<file path="src/design/wccw_pkg.sv">
// Package for the watchdog and clock configuration word decoder
`default_nettype none
package wccw_pkg;

  // ------------------------------------------------------------
  // Register map
  // ------------------------------------------------------------
  localparam logic [3:0]  WCCW_OFF_RAW      = 4'h0;
  localparam logic [3:0]  WCCW_OFF_STATUS   = 4'h4;
  localparam logic [3:0]  WCCW_OFF_WDCTRL   = 4'h8;

  // ------------------------------------------------------------
  // Field positions in the configuration word
  // ------------------------------------------------------------
  localparam int          WCCW_RSV_HI_MSB   = 31;
  localparam int          WCCW_RSV_HI_LSB   = 24;
  localparam int          WCCW_FWDT_BIT     = 23;
  localparam int          WCCW_RSV_LO_MSB   = 22;
  localparam int          WCCW_RSV_LO_LSB   = 21;
  localparam int          WCCW_PS_MSB       = 20;
  localparam int          WCCW_PS_LSB       = 16;
  localparam int          WCCW_CSM_MSB      = 15;
  localparam int          WCCW_CSM_LSB      = 14;

  // ------------------------------------------------------------
  // Values
  // ------------------------------------------------------------
  localparam logic [4:0]  WCCW_PS_MAX       = 5'h14;
  localparam logic [31:0] WCCW_WORD_RST     = 32'hFFFFFFFF;
  localparam logic [31:0] WCCW_BAD_ADDR     = 32'h00000000;

  // Decoded settings
  typedef struct packed {
    logic       fixed_en;    // Watchdog forced on
    logic [4:0] ps_code;     // Saturated postscale code
    logic       sw_enable;   // Clock switching allowed
    logic       fscm_enable; // Fail-safe monitor on
    logic       rsv_ok;      // Reserved bits all one
  } wccw_cfg_t;

  // Loader states
  typedef enum logic [1:0] {
    WCCW_ST_RESET = 2'b00,
    WCCW_ST_RUN   = 2'b01
  } wccw_state_t;

endpackage
`default_nettype wire

</file>
<file path="src/design/wccw_decode.sv">
// Combinational decoder of the configuration word fields
`default_nettype none
module wccw_decode
  import wccw_pkg::*;
(
  // Raw word
  input  wire logic [31:0]       word_i,
  // Decoded settings
  output var wccw_pkg::wccw_cfg_t cfg_o
);

  // ------------------------------------------------------------
  // Field decode
  // ------------------------------------------------------------
  wire logic [4:0] ps_raw;
  wire logic [1:0] csm;
  assign ps_raw = word_i[WCCW_PS_MSB:WCCW_PS_LSB];
  assign csm    = word_i[WCCW_CSM_MSB:WCCW_CSM_LSB];

  // Saturate unlisted codes to maximum ratio
  assign cfg_o.ps_code     = (ps_raw > WCCW_PS_MAX) ? WCCW_PS_MAX : ps_raw;
  assign cfg_o.fixed_en    = word_i[WCCW_FWDT_BIT];
  // Upper bit one turns both off; 01 switching only; 00 both
  assign cfg_o.sw_enable   = ~csm[1];
  assign cfg_o.fscm_enable = ~csm[1] & ~csm[0];
  assign cfg_o.rsv_ok      = (&word_i[WCCW_RSV_HI_MSB:WCCW_RSV_HI_LSB])
                           & (&word_i[WCCW_RSV_LO_MSB:WCCW_RSV_LO_LSB]);

endmodule
`default_nettype wire

</file>
<file path="src/design/wccw_top.sv">
// Watchdog and clock configuration word loader with Wishbone slave
//
// Notes on behaviour
// - Fixed enable one: watchdog runs from reset, software cannot stop it.
// - Fixed enable zero: watchdog off after reset, software may enable it.
// - Postscale code n in bits 20..16 selects ratio one to two^n.
// - Postscale codes above 10100 act as 10100.
// - Clock field upper bit one disables switching and fail-safe monitor.
// - Clock field 01 allows switching, fail-safe monitor off.
// - Clock field 00 enables switching and fail-safe monitor.
`default_nettype none
module wccw_top
  import wccw_pkg::*;
(
  // Clock and reset
  input  wire logic              clk_i,
  input  wire logic              rst_i,
  // Configuration memory
  input  wire logic [31:0]       cfg_word_i,
  // Wishbone slave
  input  wire logic              wb_cyc_i,
  input  wire logic              wb_stb_i,
  input  wire logic              wb_we_i,
  input  wire logic [3:0]        wb_adr_i,
  input  wire logic [3:0]        wb_sel_i,
  input  wire logic [31:0]       wb_dat_i,
  output logic      [31:0]       wb_dat_o,
  output logic                   wb_ack_o,
  // Decoded settings
  output logic                   watchdog_enable_o,
  output logic      [4:0]        watchdog_postscale_code_o,
  output logic                   clock_switch_enable_o,
  output logic                   fail_safe_monitor_enable_o,
  output logic                   cfg_loaded_o
);

  // ------------------------------------------------------------
  // Sampling state
  // ------------------------------------------------------------
  wccw_state_t          state_reg;
  wccw_state_t          state_next;
  logic [31:0]          word_reg;
  wccw_cfg_t            cfg_dec;
  wccw_cfg_t            cfg_reg;
  logic                 sw_wden_reg;
  logic                 sw_wden_next;
  logic                 ack_reg;
  logic [31:0]          dat_reg;

  // Decoder of the sampled word
  wccw_decode u_decode
  (
    .word_i (word_reg),
    .cfg_o  (cfg_dec)
  );

  // Leave sampling state one cycle after reset release
  assign state_next = WCCW_ST_RUN;

  // Capture word during reset, freeze afterwards
  // Every reset edge recaptures, so the last edge under reset wins;
  // a control write on the first edge after release is dropped.
  always_ff @(posedge clk_i)
  begin
    if (rst_i)
    begin
      state_reg <= WCCW_ST_RESET;
      word_reg  <= cfg_word_i;
    end
    else
    begin
      state_reg <= state_next;
    end
  end

  // Latch decoded settings on the first cycle after reset
  always_ff @(posedge clk_i)
  begin
    if (rst_i)
    begin
      cfg_reg <= '0;
    end
    else
    begin
      case (state_reg)
        WCCW_ST_RESET: cfg_reg <= cfg_dec;
        WCCW_ST_RUN:   cfg_reg <= cfg_reg;
        default:       cfg_reg <= cfg_reg;
      endcase
    end
  end

  // ------------------------------------------------------------
  // Wishbone decode
  // ------------------------------------------------------------

  // Offset match of the bus address
  function automatic logic addr_hit(input logic [3:0] adr, input logic [3:0] off);
    addr_hit = (adr == off);
  endfunction
  wire logic        req;
  wire logic        wr_ctrl;
  wire logic        hit_raw;
  wire logic        hit_stat;
  wire logic        hit_ctrl;
  wire logic [31:0] rd_mux;
  wire logic [31:0] stat_word;

  assign req      = wb_cyc_i & wb_stb_i & ~ack_reg;
  assign hit_raw  = addr_hit(wb_adr_i, WCCW_OFF_RAW);
  assign hit_stat = addr_hit(wb_adr_i, WCCW_OFF_STATUS);
  assign hit_ctrl = addr_hit(wb_adr_i, WCCW_OFF_WDCTRL);
  assign wr_ctrl  = req & wb_we_i & hit_ctrl & wb_sel_i[0];

  // Software enable follows written bit 0; clear ignored under fixed enable
  assign sw_wden_next = wr_ctrl ? (wb_dat_i[0] | cfg_reg.fixed_en) : sw_wden_reg;

  // Status: bit 9 loaded, 8 reserved ok, 7 monitor, 6 switching, 5:1 postscale, 0 fixed
  assign stat_word = {16'h0000, 6'h00, state_reg == WCCW_ST_RUN, cfg_reg.rsv_ok,
                      cfg_reg.fscm_enable, cfg_reg.sw_enable, cfg_reg.ps_code,
                      cfg_reg.fixed_en};
  assign rd_mux = hit_raw  ? word_reg :
                  hit_stat ? stat_word :
                  hit_ctrl ? {31'h00000000, sw_wden_reg} : WCCW_BAD_ADDR;

  // Bus ack and read data, one cycle after request
  always_ff @(posedge clk_i)
  begin
    if (rst_i)
    begin
      ack_reg <= 1'b0;
      dat_reg <= 32'h00000000;
    end
    else
    begin
      ack_reg <= req;
      dat_reg <= req ? rd_mux : dat_reg;
    end
  end

  // Watchdog software enable
  always_ff @(posedge clk_i)
  begin
    if (rst_i)
    begin
      sw_wden_reg <= 1'b0;
    end
    else if (state_reg == WCCW_ST_RESET)
    begin
      sw_wden_reg <= cfg_dec.fixed_en;
    end
    else
    begin
      sw_wden_reg <= sw_wden_next;
    end
  end

  // ------------------------------------------------------------
  // Registered outputs
  // ------------------------------------------------------------
  logic       wden_out_reg;
  logic [4:0] ps_out_reg;
  logic       csw_out_reg;
  logic       fscm_out_reg;
  logic       loaded_reg;

  // Settings and loaded flag to the pins
  always_ff @(posedge clk_i)
  begin
    if (rst_i)
    begin
      wden_out_reg <= 1'b0;
      ps_out_reg   <= 5'h00;
      csw_out_reg  <= 1'b0;
      fscm_out_reg <= 1'b0;
      loaded_reg   <= 1'b0;
    end
    else
    begin
      wden_out_reg <= sw_wden_reg | cfg_reg.fixed_en;
      ps_out_reg   <= cfg_reg.ps_code;
      csw_out_reg  <= cfg_reg.sw_enable;
      fscm_out_reg <= cfg_reg.fscm_enable;
      loaded_reg   <= (state_reg == WCCW_ST_RUN);
    end
  end

  assign wb_ack_o                   = ack_reg;
  assign wb_dat_o                   = dat_reg;
  assign watchdog_enable_o          = wden_out_reg;
  assign watchdog_postscale_code_o  = ps_out_reg;
  assign clock_switch_enable_o      = csw_out_reg;
  assign fail_safe_monitor_enable_o = fscm_out_reg;
  assign cfg_loaded_o               = loaded_reg;

  // ------------------------------------------------------------
  // Assertions
  // ------------------------------------------------------------
  a_fixed_forces_on: assert property (@(posedge clk_i) disable iff (rst_i)
    loaded_reg && cfg_reg.fixed_en |=> watchdog_enable_o)
    else $error("watchdog off while fixed enable set");

  a_clear_ignored: assert property (@(posedge clk_i) disable iff (rst_i)
    wr_ctrl && !wb_dat_i[0] && cfg_reg.fixed_en |=> sw_wden_reg)
    else $error("software cleared fixed watchdog");

  a_off_after_reset: assert property (@(posedge clk_i) disable iff (rst_i)
    $fell(loaded_reg) == 1'b0 && state_reg == WCCW_ST_RESET && !cfg_dec.fixed_en |=> ##1 !watchdog_enable_o)
    else $error("watchdog on after reset without fixed enable");

  a_sw_can_enable: assert property (@(posedge clk_i) disable iff (rst_i)
    wr_ctrl && wb_dat_i[0] && state_reg == WCCW_ST_RUN |=> ##1 watchdog_enable_o)
    else $error("software enable not honoured");

  a_ps_saturates: assert property (@(posedge clk_i) disable iff (rst_i)
    word_reg[WCCW_PS_MSB:WCCW_PS_LSB] > WCCW_PS_MAX |-> cfg_dec.ps_code == WCCW_PS_MAX)
    else $error("postscale not saturated");

  a_ps_passes: assert property (@(posedge clk_i) disable iff (rst_i)
    loaded_reg && word_reg[WCCW_PS_MSB:WCCW_PS_LSB] <= WCCW_PS_MAX
      |-> ##1 watchdog_postscale_code_o == $past(word_reg[WCCW_PS_MSB:WCCW_PS_LSB]))
    else $error("postscale code altered");

  a_csm_upper_off: assert property (@(posedge clk_i) disable iff (rst_i)
    loaded_reg && word_reg[WCCW_CSM_MSB] |-> !clock_switch_enable_o && !fail_safe_monitor_enable_o)
    else $error("clock switching active with field 1x");

  a_csm_01: assert property (@(posedge clk_i) disable iff (rst_i)
    loaded_reg && word_reg[WCCW_CSM_MSB:WCCW_CSM_LSB] == 2'b01
      |-> clock_switch_enable_o && !fail_safe_monitor_enable_o)
    else $error("field 01 decoded wrong");

  a_csm_00: assert property (@(posedge clk_i) disable iff (rst_i)
    loaded_reg && word_reg[WCCW_CSM_MSB:WCCW_CSM_LSB] == 2'b00
      |-> clock_switch_enable_o && fail_safe_monitor_enable_o)
    else $error("field 00 decoded wrong");

  a_word_held: assert property (@(posedge clk_i) disable iff (rst_i)
    state_reg == WCCW_ST_RUN |=> $stable(word_reg) && $stable(cfg_reg))
    else $error("configuration changed outside reset");

  a_clear_allowed: assert property (@(posedge clk_i) disable iff (rst_i)
    wr_ctrl && !wb_dat_i[0] && !cfg_reg.fixed_en && state_reg == WCCW_ST_RUN |=> !sw_wden_reg)
    else $error("software clear of watchdog refused");

  a_sel_gates_write: assert property (@(posedge clk_i) disable iff (rst_i)
    req && wb_we_i && hit_ctrl && !wb_sel_i[0] && state_reg == WCCW_ST_RUN |=> $stable(sw_wden_reg))
    else $error("control write taken without byte enable");

  a_monitor_needs_switch: assert property (@(posedge clk_i) disable iff (rst_i)
    fail_safe_monitor_enable_o |-> clock_switch_enable_o)
    else $error("monitor on while switching off");

  a_rsv_flag: assert property (@(posedge clk_i) disable iff (rst_i)
    state_reg == WCCW_ST_RUN |-> cfg_reg.rsv_ok == ((&word_reg[WCCW_RSV_HI_MSB:WCCW_RSV_HI_LSB])
                                                  && (&word_reg[WCCW_RSV_LO_MSB:WCCW_RSV_LO_LSB])))
    else $error("reserved bit report wrong");

  // Loader timing after reset release
  a_loaded_timing: assert property (@(posedge clk_i) disable iff (rst_i)
    state_reg == WCCW_ST_RESET |=> !cfg_loaded_o ##1 cfg_loaded_o)
    else $error("loaded flag timing wrong");

  a_outputs_idle: assert property (@(posedge clk_i) disable iff (rst_i)
    state_reg == WCCW_ST_RESET |=> !watchdog_enable_o && !clock_switch_enable_o && !fail_safe_monitor_enable_o)
    else $error("settings shown before load");

  // Bus handshake and read data
  a_ack_follows: assert property (@(posedge clk_i) disable iff (rst_i)
    req |=> wb_ack_o)
    else $error("request not acknowledged");

  a_ack_single: assert property (@(posedge clk_i) disable iff (rst_i)
    wb_ack_o |=> !wb_ack_o)
    else $error("acknowledge longer than one cycle");

  a_no_ack_idle: assert property (@(posedge clk_i) disable iff (rst_i)
    !(wb_cyc_i && wb_stb_i) |=> !wb_ack_o)
    else $error("acknowledge without request");

  a_unmapped_zero: assert property (@(posedge clk_i) disable iff (rst_i)
    req && !hit_raw && !hit_stat && !hit_ctrl |=> wb_dat_o == WCCW_BAD_ADDR)
    else $error("unmapped read not zero");

  a_raw_readback: assert property (@(posedge clk_i) disable iff (rst_i)
    req && hit_raw |=> wb_dat_o == word_reg)
    else $error("raw word read wrong");

  a_ctrl_readback: assert property (@(posedge clk_i) disable iff (rst_i)
    req && hit_ctrl && !wb_we_i |=> wb_dat_o == {31'h00000000, $past(sw_wden_reg)})
    else $error("control read wrong");

  c_fixed_on:   cover property (@(posedge clk_i) disable iff (rst_i) loaded_reg && cfg_reg.fixed_en);
  c_sw_enable:  cover property (@(posedge clk_i) disable iff (rst_i) wr_ctrl && wb_dat_i[0] && !cfg_reg.fixed_en);
  c_saturate:   cover property (@(posedge clk_i) disable iff (rst_i)
                  loaded_reg && word_reg[WCCW_PS_MSB:WCCW_PS_LSB] > WCCW_PS_MAX);
  c_fscm_on:    cover property (@(posedge clk_i) disable iff (rst_i) fail_safe_monitor_enable_o);
  c_rsv_bad:    cover property (@(posedge clk_i) disable iff (rst_i) loaded_reg && !cfg_reg.rsv_ok);

endmodule
`default_nettype wire

</file>
<file path="config.mk">
export PLATFORM = sky130hd
export DESIGN_NAME = wccw_top
export DESIGN_NICKNAME = d
export VERILOG_FILES = /design/src/design/wccw_pkg.sv /design/src/design/wccw_decode.sv /design/src/design/wccw_top.sv
export SDC_FILE = /design/constraint.sdc
export NUM_CORES = 1
export LEC_CHECK = 0
export BUFFER_PORTS_ARGS = -buffer_cell sky130_fd_sc_hd__buf_2
export CORE_AREA = 2 2 83 85
export DETAILED_ROUTE_END_ITERATION = 12
export DIE_AREA = 0 0 85 87
export GPL_TIMING_DRIVEN = 0
export PLACE_DENSITY = 0.8
export RECOVER_POWER = 100
export SLEW_MARGIN = 20
export SYNTH_ARGS = -nofsm -noshare
export SYNTH_HDL_FRONTEND = slang
export SYNTH_SLANG_ARGS = --single-unit
</file>
<file path="constraint.sdc">
create_clock -name clk_i -period 1.5 [get_ports clk_i]
set_clock_uncertainty 0.2 [all_clocks]
set_input_delay 0.3 -clock clk_i [delete_from_list [all_inputs] [get_ports clk_i]]
set_output_delay 0.3 -clock clk_i [all_outputs]
set_load 0.03 [all_outputs]
</file>
# ---- After elaboration in Yosys (flattened, before gate mapping)
# Cells that the tools add are included.
dict set report totals {
  register_bits 86
  word_cells 43
}
dict set report op_classes {
  n_mux 7
  eq_ne 3
  reduce_logical 5
  magnitude_cmp 1
  bitwise 12
}
# cell n
set op_table {}
lappend op_table {{$mux 32} 1}
lappend op_table {{$mux 10} 1}
lappend op_table {{$reduce_and 8->1} 1}
lappend op_table {{$and 1x1->1} 7}
lappend op_table {{$gt 5x5->1 const B} 1}
lappend op_table {{$mux 5} 1}
lappend op_table {{$eq 4x3->1 const B} 1}
lappend op_table {{$eq 4x4->1 const B} 1}
lappend op_table {{$logic_not 4->1} 1}
lappend op_table {{$mux 1} 4}
lappend op_table {{$not 1->1} 3}
lappend op_table {{$eq 2x1->1 const B} 1}
lappend op_table {{$logic_not 2->1} 1}
lappend op_table {{$or 1x1->1} 2}
lappend op_table {{$reduce_and 2->1} 1}
lappend op_table {{$reduce_bool 2->1} 1}

# ---- Logic depth before layout (Yosys ltp)
# Gate-level depths: netlist of the first run.
dict set report logic_depth {
  depth_word 7
  ltp_mapped 5
  mapped_depth_nobuf 4
}

# ---- Modules after synthesis
# From an unflattened synthesis of the first run, not the netlist that was laid out.
dict set report unflattened {
  cells_unflattened 256
  area_unflattened_um2 3226.8
}
# mod cells_per_inst seq_area_each_um2 area_per_inst_um2 instances
set by_module_without_submodules {}
lappend by_module_without_submodules {wccw_top 243 2021.9 3146.8 1}
lappend by_module_without_submodules {wccw_decode 13 0.0 80.1 1}

# ---- Worst setup path before layout of the first run
# No wires, ideal clock.
dict set report synth_timing {
  kind {reg2reg}
  start {register ack_reg, in the netlist wb_ack_o}
  end {register dat_reg[4], in the netlist wb_dat_o[4]}
  arrival_time_ps 1246
  stages_incl_launch_ff 5
  t_required_ps 1234
  slack_ps -11
  period_less_slack_ps 1511
  n_path_buf 1
  path_cell_list {dfxtp_1 nand3b_4 clkbuf_1 a22oi_1 nor2_1}
}
dict set report synth_via {
  elab_chain_len 2
}
# element line
set synth_lines {}
lappend synth_lines {{from (decl)} wccw_top.sv:47} ;# logic ack_reg;
lappend synth_lines {{from (signal assigned)} wccw_top.sv:136} ;# ack_reg <= req;
lappend synth_lines {{$not 1->1} wccw_top.sv:109} ;# assign req = wb_cyc_i & wb_stb_i & ~ack_reg;
lappend synth_lines {{$and 1x1->1} wccw_top.sv:109}
lappend synth_lines {{to (signal assigned)} wccw_top.sv:137} ;# dat_reg <= req ? rd_mux : dat_reg;
lappend synth_lines {{to (decl)} wccw_top.sv:48} ;# logic [31:0] dat_reg;
# Every way passes these cells.
# A chain may end at the register's enable or synchronous reset.

# ---- Worst setup path after layout of the first run
dict set report layout_timing {
  start {register ack_reg, in the netlist wb_ack_o}
  end {output port wb_ack_o}
}
# element line
set layout_lines {}
lappend layout_lines {{to (decl)} wccw_top.sv:28} ;# output logic wb_ack_o,
# No word-level cell between the ends.

==> results of run 1 <==
[cell usage in the layout (no fill, tap or decap), types with 2 or more instances in the layout]
| master | n |
|---|---|
| inv_6 | 3 |
| edfxtp_1 | 32 |
| nand4_1 | 3 |
| o21ai_0 | 2 |
| nor4_4 | 2 |
| mux2_2 | 9 |
| buf_2 | 42 |
| o31ai_1 | 2 |
| clkbuf_1 | 5 |
| nand3_1 | 22 |
| dlygate4sd3_1 | 32 |
| clkinvlp_4 | 2 |
| a22oi_1 | 12 |
| nand2b_1 | 3 |
| clkbuf_8 | 9 |
| nor2_1 | 24 |
| inv_1 | 2 |
| a21oi_1 | 29 |
| clkbuf_2 | 49 |
| buf_6 | 3 |
| dfxtp_1 | 52 |
| nand4b_1 | 2 |
| buf_4 | 2 |
| nand2_1 | 27 |
| nor3_1 | 2 |
| nor2b_1 | 8 |
[logic make-up after synthesis]
logic type,Yosys count
AOI/OAI and AO/OA,47
buffers and inverters,18
DFF,85
muxes,10
and+or+nand+nor,94
[path summary, 6_finish.rpt]
check                from           end  slack, ns  depth (start not counted)
max              wb_ack_o      wb_ack_o       0.04                          1
min                 rst_i  word_reg[10]       0.13                          1
max reg2reg      wb_ack_o   wb_dat_o[2]       0.09                          5
min reg2reg  wb_dat_o[15]  wb_dat_o[15]       0.26                          2
[through the flow]
step / total power, mW / cells
6_report: 4.58 / 467
3_5_place_dp: 2.93 / 418
4_1_cts: 4.61 / 467
2_1_floorplan: 2.76 / 254
5_1_grt: 4.76 / 467
3_3_place_gp: 2.91 / 418
[report_power, final]
part           internal, mW  switching, mW
clock network         0.789          0.851
registers              2.50         0.0611
logic                 0.177          0.203
total                  3.47           1.12
[cell type report]
type                    instances  area (sq um)  area share, %
plain buffers                  15          85.1           2.10
clock buffers                   9           124           3.06
clock inverters                 7          80.1           1.98
inverters                       2          7.51          0.185
multi-input cells             151           875           21.6
flip-flops and latches         85          2020           49.9
well taps                      80           100           2.47
repair buffers                118           758           18.7
[repair_timing]
| action | 4_1_cts | 5_1_grt |
|---|---|---|
| setup buffers | 2 | 0 |
| pin swaps | 1 | 1 |
| hold buffers | 32 | 0 |
| endpoints found under the setup margin | 49 | 33 |
| endpoints found under the hold margin | 32 | 0 |
| resized for setup | 7 | 5 |
[metal layers]
layer / global-route usage (%) / vias to the layer above
met4: 6.49 / 0
met2: 36.4 / 81
met3: 5.31 / 8
met5: 0 / -
li1: - / 1156
met1: 23.9 / 1140
==> reports/metrics.yaml, run 1 <==
sta:
  fin_tns_setup_ns: 0
  worst_slew_pin_slew_ns: 0.462
  relSlewSlack_pct: 69.2
  hold_viol_final: 0
  clock.fmax_mhz: 684
  rsz0062_at_grt: "no"
  slew_viol_final: 0
  holdWs_ns: 0.128
  fin_ws_ns: 0.0385
  post-route-period-util_pct: 97.4
  finalSetupViolations: 0
  min_period_ns: 1.46
synthesis:
  synth_top_area_cell: "dfxtp_1"
  yosysTopAreaCellShare_pct: 35.6
  seq_area_frac_synth_pct: 67.9
  yosysUniqueCellTypes: 24
  synth_seq_cells: 85
  synth_top_cells_by_area: "dfxtp_1, edfxtp_1, a21oi_1, nand3_1, mux2_2"
  synth_nets: 331
  synth_compound_area_share_pct: 9.29
  synth_area_per_cell_sq_um: 11.7
  syn_area_sq_um: 2980
  synth.most_common_cell: "dfxtp_1"
  synthFlopType: "dfxtp_1"
  synth.area.mux_share_pct: 3.74
  synthXorXnorAreaFrac_pct: 0
  synth_commonest_cells: "dfxtp_1, edfxtp_1, a21oi_1"
  synthCells: 254
  ys_async_sr_fraction_pct: 0
  synth-adder-area-share_pct: 0
  yosys_warnings: 0
  synth-simple-area-share_pct: 16.1
  synth_top_family_by_area: "simple AND/OR/NAND/NOR gates"
  synth-edff-count: 32
global_routing:
  grt_pass1_wl_mm: 11.4
  grt_max_degree: 34
  antenna_found_initial: 0
  grt_pass1_vias: 2425
  overflow: 0
  grt_usage_pct: 20.3
worst_setup_path:
  cpMaxStageDelayCell: "dfxtp_1"
  crit_family: "flip-flops"
  worstPathRequired_ns: 1.00
  cp_max_fo: 3
  startpoint_type: "flip-flop"
  critPathArrivalTime_ns: 0.96
  cp_cell_sequence: "buf_2"
  crit_path_end_kind: "output port"
  critPathKind: "reg -> out"
  slowest_delay_ns: 0.38
  path_buf_inv: 1
die:
  fp.coreArea_sq_um: 6570
  initial_core_util_pct: 45.3
  num_rows: 30
  die_x_um: 85
  ios: 119
  die_area_sq_um: 7400
  die_y_um: 87
clocking:
  cts_tree: "built"
  cts.sinks: 85
  htreeDepth: 3
  clkTransAtPathRegs_ns: 0.09
  cts_buffer_depth: 2
  cts_root_buf: "clkbuf_8"
  clock_latency_ns: 0.35
  cts_buffers: 9
final_layout:
  final_util_pct: 61.7
  final_nets: 459
  drive_gt1_share_pct: 32.6
  syn2layout_area_growth_pct: 36.1
  post-route-cell-area_sq_um: 4050
  fillers: 545
  antennaDiodeCount: 0
routing:
  wl_met1_mm: 2.99
  dr_wl_met2_mm: 3.69
  dr.pass1.iters: 4
  wl_per_cell_um: 15.4
  drc: 0
  antenna_left: 0
  wirelength_mm: 7.21
  top_layer: "met4"
  avgViaCountPerCell: 5.11
  vias: 2385
  drt_iter0_drc: 131
  met3RoutedLength_um: 454
placement:
  place_area_sq_um: 3500
  post-place-ws_ns: -0.776
  gp_congestion: 0.820
  numPortBuffers: 84
  hpwlAfterDp_mm: 4.70
power:
  power_density_nw_per_um2: 1130
  leakagePower_nw: 1.63
  irDropWorstVdd_v: 0.000809
run_status:
  status: "complete, no violations"
job:
  drv_cap: 0
worst_hold_path:
  hold_class: "in -> reg"
Note: power is estimated with default switching activity, not from simulation.
==> run 2, diff against run 1 <==
==> constraint.sdc (replaced) <==
create_clock -name clk_i -period 1.5 [get_ports clk_i]
set_clock_uncertainty 0.2 [all_clocks]
set_input_delay 0.075 -clock clk_i [delete_from_list [all_inputs] [get_ports clk_i]]
set_output_delay 0.075 -clock clk_i [all_outputs]
set_load 0.03 [all_outputs]
==> reports/metrics.yaml, run 2 (synthesis gave the netlist of run 1 again) <==
die:
  ios: 119  # unchanged
  die_area_sq_um: 7400  # unchanged
  die_x_um: 85  # unchanged
  initial_core_util_pct: 45.3  # unchanged
  fp.coreArea_sq_um: 6570  # unchanged
  num_rows: 30  # unchanged
  die_y_um: 87  # unchanged
worst_setup_path:
  crit_path_end_kind: "flip-flop"
  critPathKind: "reg -> reg"
  worstPathRequired_ns: 1.53  # +0.53 ns
  reg2reg_depth: 4  # -1
  reg2reg_setup_slack_ns: 0.07  # -0.02 ns
  startpoint_type: "flip-flop"
  r2r-start: "wb_ack_o"
  r2r-end: "wb_dat_o[4]"
  cp_max_fo: 10  # +7
  crit_start: "wb_ack_o"
  endpoint: "wb_dat_o[4]"
  critPathArrivalTime_ns: 1.46  # +0.50 ns
clocking:
  clkTransAtPathRegs_ns: 0.09  # about the same
  cts.sinks: 85  # unchanged
  cts_buffers: 9  # unchanged
  clock_latency_ns: 0.35  # about the same
  cts_tree: "built"
  cts_buffer_depth: 2  # unchanged
  cts_root_buf: "clkbuf_8"
  htreeDepth: 3  # unchanged
  holdBufCountCts: 41  # +28%
final_layout:
  antennaDiodeCount: 0  # unchanged
  syn2layout_area_growth_pct: 37.6
  final_util_pct: 62.4  # +0.67 points
  layout_common_cells: "dfxtp_1, clkbuf_1, buf_2, dlygate4sd3_1, edfxtp_1"
  finalNonFillerCells: 477  # +2.1%
  mostFrequentLayoutCell: "dfxtp_1"
  final_nets: 469  # +2.2%
  drive_gt1_share_pct: 20.9  # -12 points
global_routing:
  grt_usage_pct: 21.0  # +0.65 points
  antenna_found_initial: 0  # unchanged
  overflow: 0  # unchanged
  grt_max_degree: 34  # unchanged
  grt_pass1_vias: 2454  # +1.2%
  grt_pass1_wl_mm: 11.8  # +3.1%
routing:
  vias: 2423  # +1.6%
  wirelength_mm: 7.51  # +4.2%
  dr.pass1.iters: 5  # +1
  wl_per_cell_um: 15.8  # +2.0%
  drt_iter0_drc: 100  # -24%
  antenna_left: 0  # unchanged
  avgViaCountPerCell: 5.08  # -0.54%
  drc: 0  # unchanged
placement:
  post-place-ws_ns: -0.551  # +0.225 ns
  dp_cells: 418  # unchanged
  numPortBuffers: 84  # unchanged
  hpwlAfterDp_mm: 4.70  # unchanged
  gp_congestion: 0.820  # unchanged
sta:
  worst_slew_pin_slew_ns: 0.494  # +0.0319 ns
  fin_tns_setup_ns: 0  # unchanged
  finalSetupViolations: 0  # unchanged
  post-route-period-util_pct: 95.6  # -1.8 points
  hold_viol_final: 16  # +16
  rsz0062_at_grt: "yes"
  fin_ws_ns: 0.0655  # +0.0270 ns
  relSlewSlack_pct: 67.1  # -2.1 points
  clock.fmax_mhz: 697  # +1.9%
  slew_viol_final: 0  # unchanged
  min_period_ns: 1.43  # -0.0270 ns
  holdWs_ns: -0.00968  # -0.137 ns
job:
  drv_cap: 0  # unchanged
power:
  leakagePower_nw: 1.52  # -6.5%
  irDropWorstVdd_v: 0.000796  # -1.7%
  power_density_nw_per_um2: 1130  # -0.36%
worst_hold_path:
  hold_class: "in -> reg"
run_status:
  violations: "hold timing"
  status: "complete, but fails checks"
[run 2: how the worst min path moves through the flow]
stage / from / endpoint / slack [ns] / cells past startpoint
after CTS: rst_i / word_reg[13] / -0.01 / 1
after floorplan: cfg_word_i[0] / word_reg[0] / -0.03 / 0
after global placement: cfg_word_i[12] / word_reg[12] / 0.05 / 1
final: rst_i / word_reg[11] / -0.01 / 1
after global routing: rst_i / word_reg[10] / -0.01 / 1
after detailed placement: cfg_word_i[31] / word_reg[31] / 0.05 / 1
[run 2: layout make-up]
| class | instances | area [sq um] |
|---|---|---|
| Buffer | 15 | 86.3 |
| Multi-Input combinational cell | 151 | 875 |
| Inverter | 2 | 7.51 |
| Sequential cell | 85 | 2020 |
| Clock buffer | 9 | 124 |
| Fill cell | 561 | 2470 |
| Tap cell | 80 | 100 |
| Clock inverter | 7 | 80.1 |
| Timing Repair Buffer | 128 | 801 |
[run 2: worst max-delay path: stages (launching register included)]
cell and delay [ns]:
dfxtp_1 0.34, nand3b_4 0.24, buf_2 0.24, a22oi_1 0.22, nor2_1 0.06
[run 2: through the flow]
step           instance area [sq um]  power, mW
3_3_place_gp                    3500       2.91
5_1_grt                         4100       4.79
2_1_floorplan                   2980       2.76
6_report                        4100       4.62
3_5_place_dp                    3500       2.93
4_1_cts                         4140       4.63
[run 2: routing by layer]
layer,track usage [%],wire length [um],up-vias
li1,-,-,1180
met1,24.6,3090,1138
met2,37.8,3850,93
met3,5.40,484,12
met4,6.49,85,0
met5,0,0,-
[run 2: where the power goes]
part           switching, mW  internal (mW)
registers             0.0611           2.50
logic                  0.210          0.188
clock network          0.866          0.790
[run 2: timing repair]
action | 4_1_cts | 5_1_grt
endpoints found under the setup margin | 40 | 22
endpoints found under the hold margin | 62 | 23
pin swaps | 1 | 2
resized for setup | 4 | 7
buffers inserted | 2 | 1
==> run 3, diff against run 2 <==
PLACE_DENSITY = 0.84   (was 0.8)
REMOVE_ABC_BUFFERS = 1   (was default)
==> reports/metrics.yaml, run 3 (synthesis gave the netlist of run 1 again) <==
die:
  fp.coreArea_sq_um: 6570  # unchanged
  ios: 119  # unchanged
  die_area_sq_um: 7400  # unchanged
  initial_core_util_pct: 45.3  # unchanged
  num_rows: 30  # unchanged
  die_y_um: 87  # unchanged
  die_x_um: 85  # unchanged
power:
  p_sw_mw: 1.05  # -7.4%
  power_density_nw_per_um2: 1110  # -1.3%
  p_clk_share_pct: 35.3  # -0.6 points
  p_int_mw: 3.51  # +0.89%
  irDropWorstVdd_v: 0.000609  # -23%
  sequentialPowerShare_pct: 56.1  # +0.6 points
  leakagePower_nw: 1.64  # +7.5%
  combPwrFrac_pct: 8.6  # about the same
  power_mw: 4.56  # -1.1%
  p_sw_share_pct: 23.1  # -1.6 points
placement:
  numPortBuffers: 84  # unchanged
  dp_cells: 405  # -3.1%
  post-place-ws_ns: -0.512  # +0.0394 ns
  place_area_sq_um: 3470  # -0.75%
  hpwlAfterDp_mm: 4.17  # -11%
  gp_congestion: 0.690  # -16%
routing:
  avgViaCountPerCell: 5.00  # -1.7%
  antenna_left: 0  # unchanged
  vias: 2318  # -4.3%
  wl_per_cell_um: 15.2  # -3.4%
  dr.pass1.iters: 4  # -1
  drc: 0  # unchanged
  drt_iter0_drc: 86  # -14%
  wirelength_mm: 7.06  # -6.1%
worst_setup_path:
  cp_cell_sequence: "nand3b_4 > nor4_4 > buf_6 > a22oi_1 > nor2_1"
  cp_max_fo: 8  # -2
  critPathKind: "reg -> reg"
  cpMaxStageDelayCell: "dfxtp_2"
  crit_path_end_kind: "flip-flop"
  critPathArrivalTime_ns: 1.54  # +0.08 ns
  slowest_delay_ns: 0.36  # +0.02 ns
  startpoint_type: "flip-flop"
  worstPathRequired_ns: 1.58  # +0.05 ns
run_status:
  status: "complete, but fails checks"
  violations: "hold timing"
final_layout:
  final_nets: 456  # -2.8%
  mostFrequentLayoutCell: "buf_2"
  post-route-cell-area_sq_um: 4100  # +0.18%
  drive_gt1_share_pct: 28.6  # +7.7 points
  layout_common_cells: "buf_2, dfxtp_1, dlygate4sd3_1"
  syn2layout_area_growth_pct: 37.9
  finalNonFillerCells: 464  # -2.7%
  antennaDiodeCount: 0  # unchanged
sta:
  slew_viol_final: 0  # unchanged
  holdWs_ns: -0.00849  # +0.00119 ns
  relSlewSlack_pct: 74.3  # +7.2 points
  min_period_ns: 1.46  # +0.0213 ns
  worst_slew_pin_slew_ns: 0.386  # -0.108 ns
  finalSetupViolations: 0  # unchanged
  fin_ws_ns: 0.0443  # -0.0213 ns
  post-route-period-util_pct: 97.0  # +1.4 points
  hold_viol_final: 2  # -14
  clock.fmax_mhz: 687  # -1.5%
  rsz0062_at_grt: "yes"
global_routing:
  grt_max_degree: 44  # +29%
  grtUsageMet3_pct: 4.64  # -0.76 points
  antenna_found_initial: 0  # unchanged
  grt_pass1_wl_mm: 11.0  # -7.0%
  overflow: 0  # unchanged
  busiest_layer: "met2"
  grt_usage_pct: 19.5  # -1.5 points
  grt_pass1_vias: 2267  # -7.6%
  grtUsageMet1_pct: 22.2  # -2.4 points
  met2_usage_pct: 35.4  # -2.3 points
clocking:
  cts_root_buf: "clkbuf_8"
  cts.sinks: 85  # unchanged
  clkTransAtPathRegs_ns: 0.09  # about the same
  cts_buffer_depth: 2  # unchanged
  clock_latency_ns: 0.34  # about the same
  htreeDepth: 3  # unchanged
  cts_buffers: 9  # unchanged
  cts_tree: "built"
worst_hold_path:
  hold_class: "in -> reg"
job:
  drv_cap: 0  # unchanged
-- run 3: cell types whose count changed in the layout (fill, tap and decap cells not counted), moves of 2 or more --
cell / change
clkbuf_1: -34
buf_2: +27
dlygate4sd3_1: -4
clkbuf_2: -3
buf_8: +2
clkinv_2: +2
clkinvlp_4: -2
inv_6: -2
-- run 3: critical path, delay by kind of cell, from the launching register on --
| family | cells | cell delay, ns |
|---|---|---|
| and+or+nand+nor | 3 | 0.58 |
| AOI/OAI and AO/OA | 1 | 0.07 |
| DFF | 1 | 0.36 |
| buffers and inverters | 1 | 0.19 |
-- run 3: per-layer routing --
metal	part of all wire [%]	up-vias
met3	4.5	11
li1	-	1150
met4	1.3	0
met1	40	1091
met5	0	-
met2	54	66
-- run 3: power by group through the flow --
stage,clock [mW],combinational (mW),sequential [mW]
detailed placement,0,0.300,2.61
global route,1.75,0.426,2.57
CTS,1.65,0.386,2.56
finish,1.61,0.393,2.56
floorplan,0,0.103,2.63
global placement,0,0.277,2.61
-- run 3: through the flow --
step	TNS [ns]	util (%)
after floorplan	-5.99	-
after global placement	-33.90	52.0
after detailed placement	-9.18	52.9
after CTS	0	62.0
after global routing	-0.0671	62.5
final	0	62.5
-- run 3: what timing repair did --
| action | in CTS | in global routing |
|---|---|---|
| setup buffers | 4 | 1 |
| hold endpoints to repair | 55 | 2 |
| cloned | 1 | 0 |
| hold buffers | 35 | 2 |
| pin swaps | 1 | 0 |
| endpoints found under the setup margin | 11 | 38 |
| gates resized for setup | 2 | 5 |
-- run 3: final cells by class --
class                           count  area [sq um]
Tap cell                           80           100
Fill cell                         530          2460
Clock buffer                       11           141
Clock inverter                      5          57.6
Sequential cell                    85          2020
Inverter                            2          7.51
Multi-Input combinational cell    152           902
Timing Repair Buffer              129           871
-- run 3: path summary, 6_finish.rpt --
path                                   start           end  slack, ns  cells after the start
worst min-delay path             wb_sel_i[0]   sw_wden_reg     -0.008                      5
worst min register to register  wb_dat_o[31]  wb_dat_o[31]       0.25                      2
worst max register to register      wb_ack_o   wb_dat_o[7]       0.04                      5
worst max-delay path                wb_ack_o   wb_dat_o[7]       0.04                      5
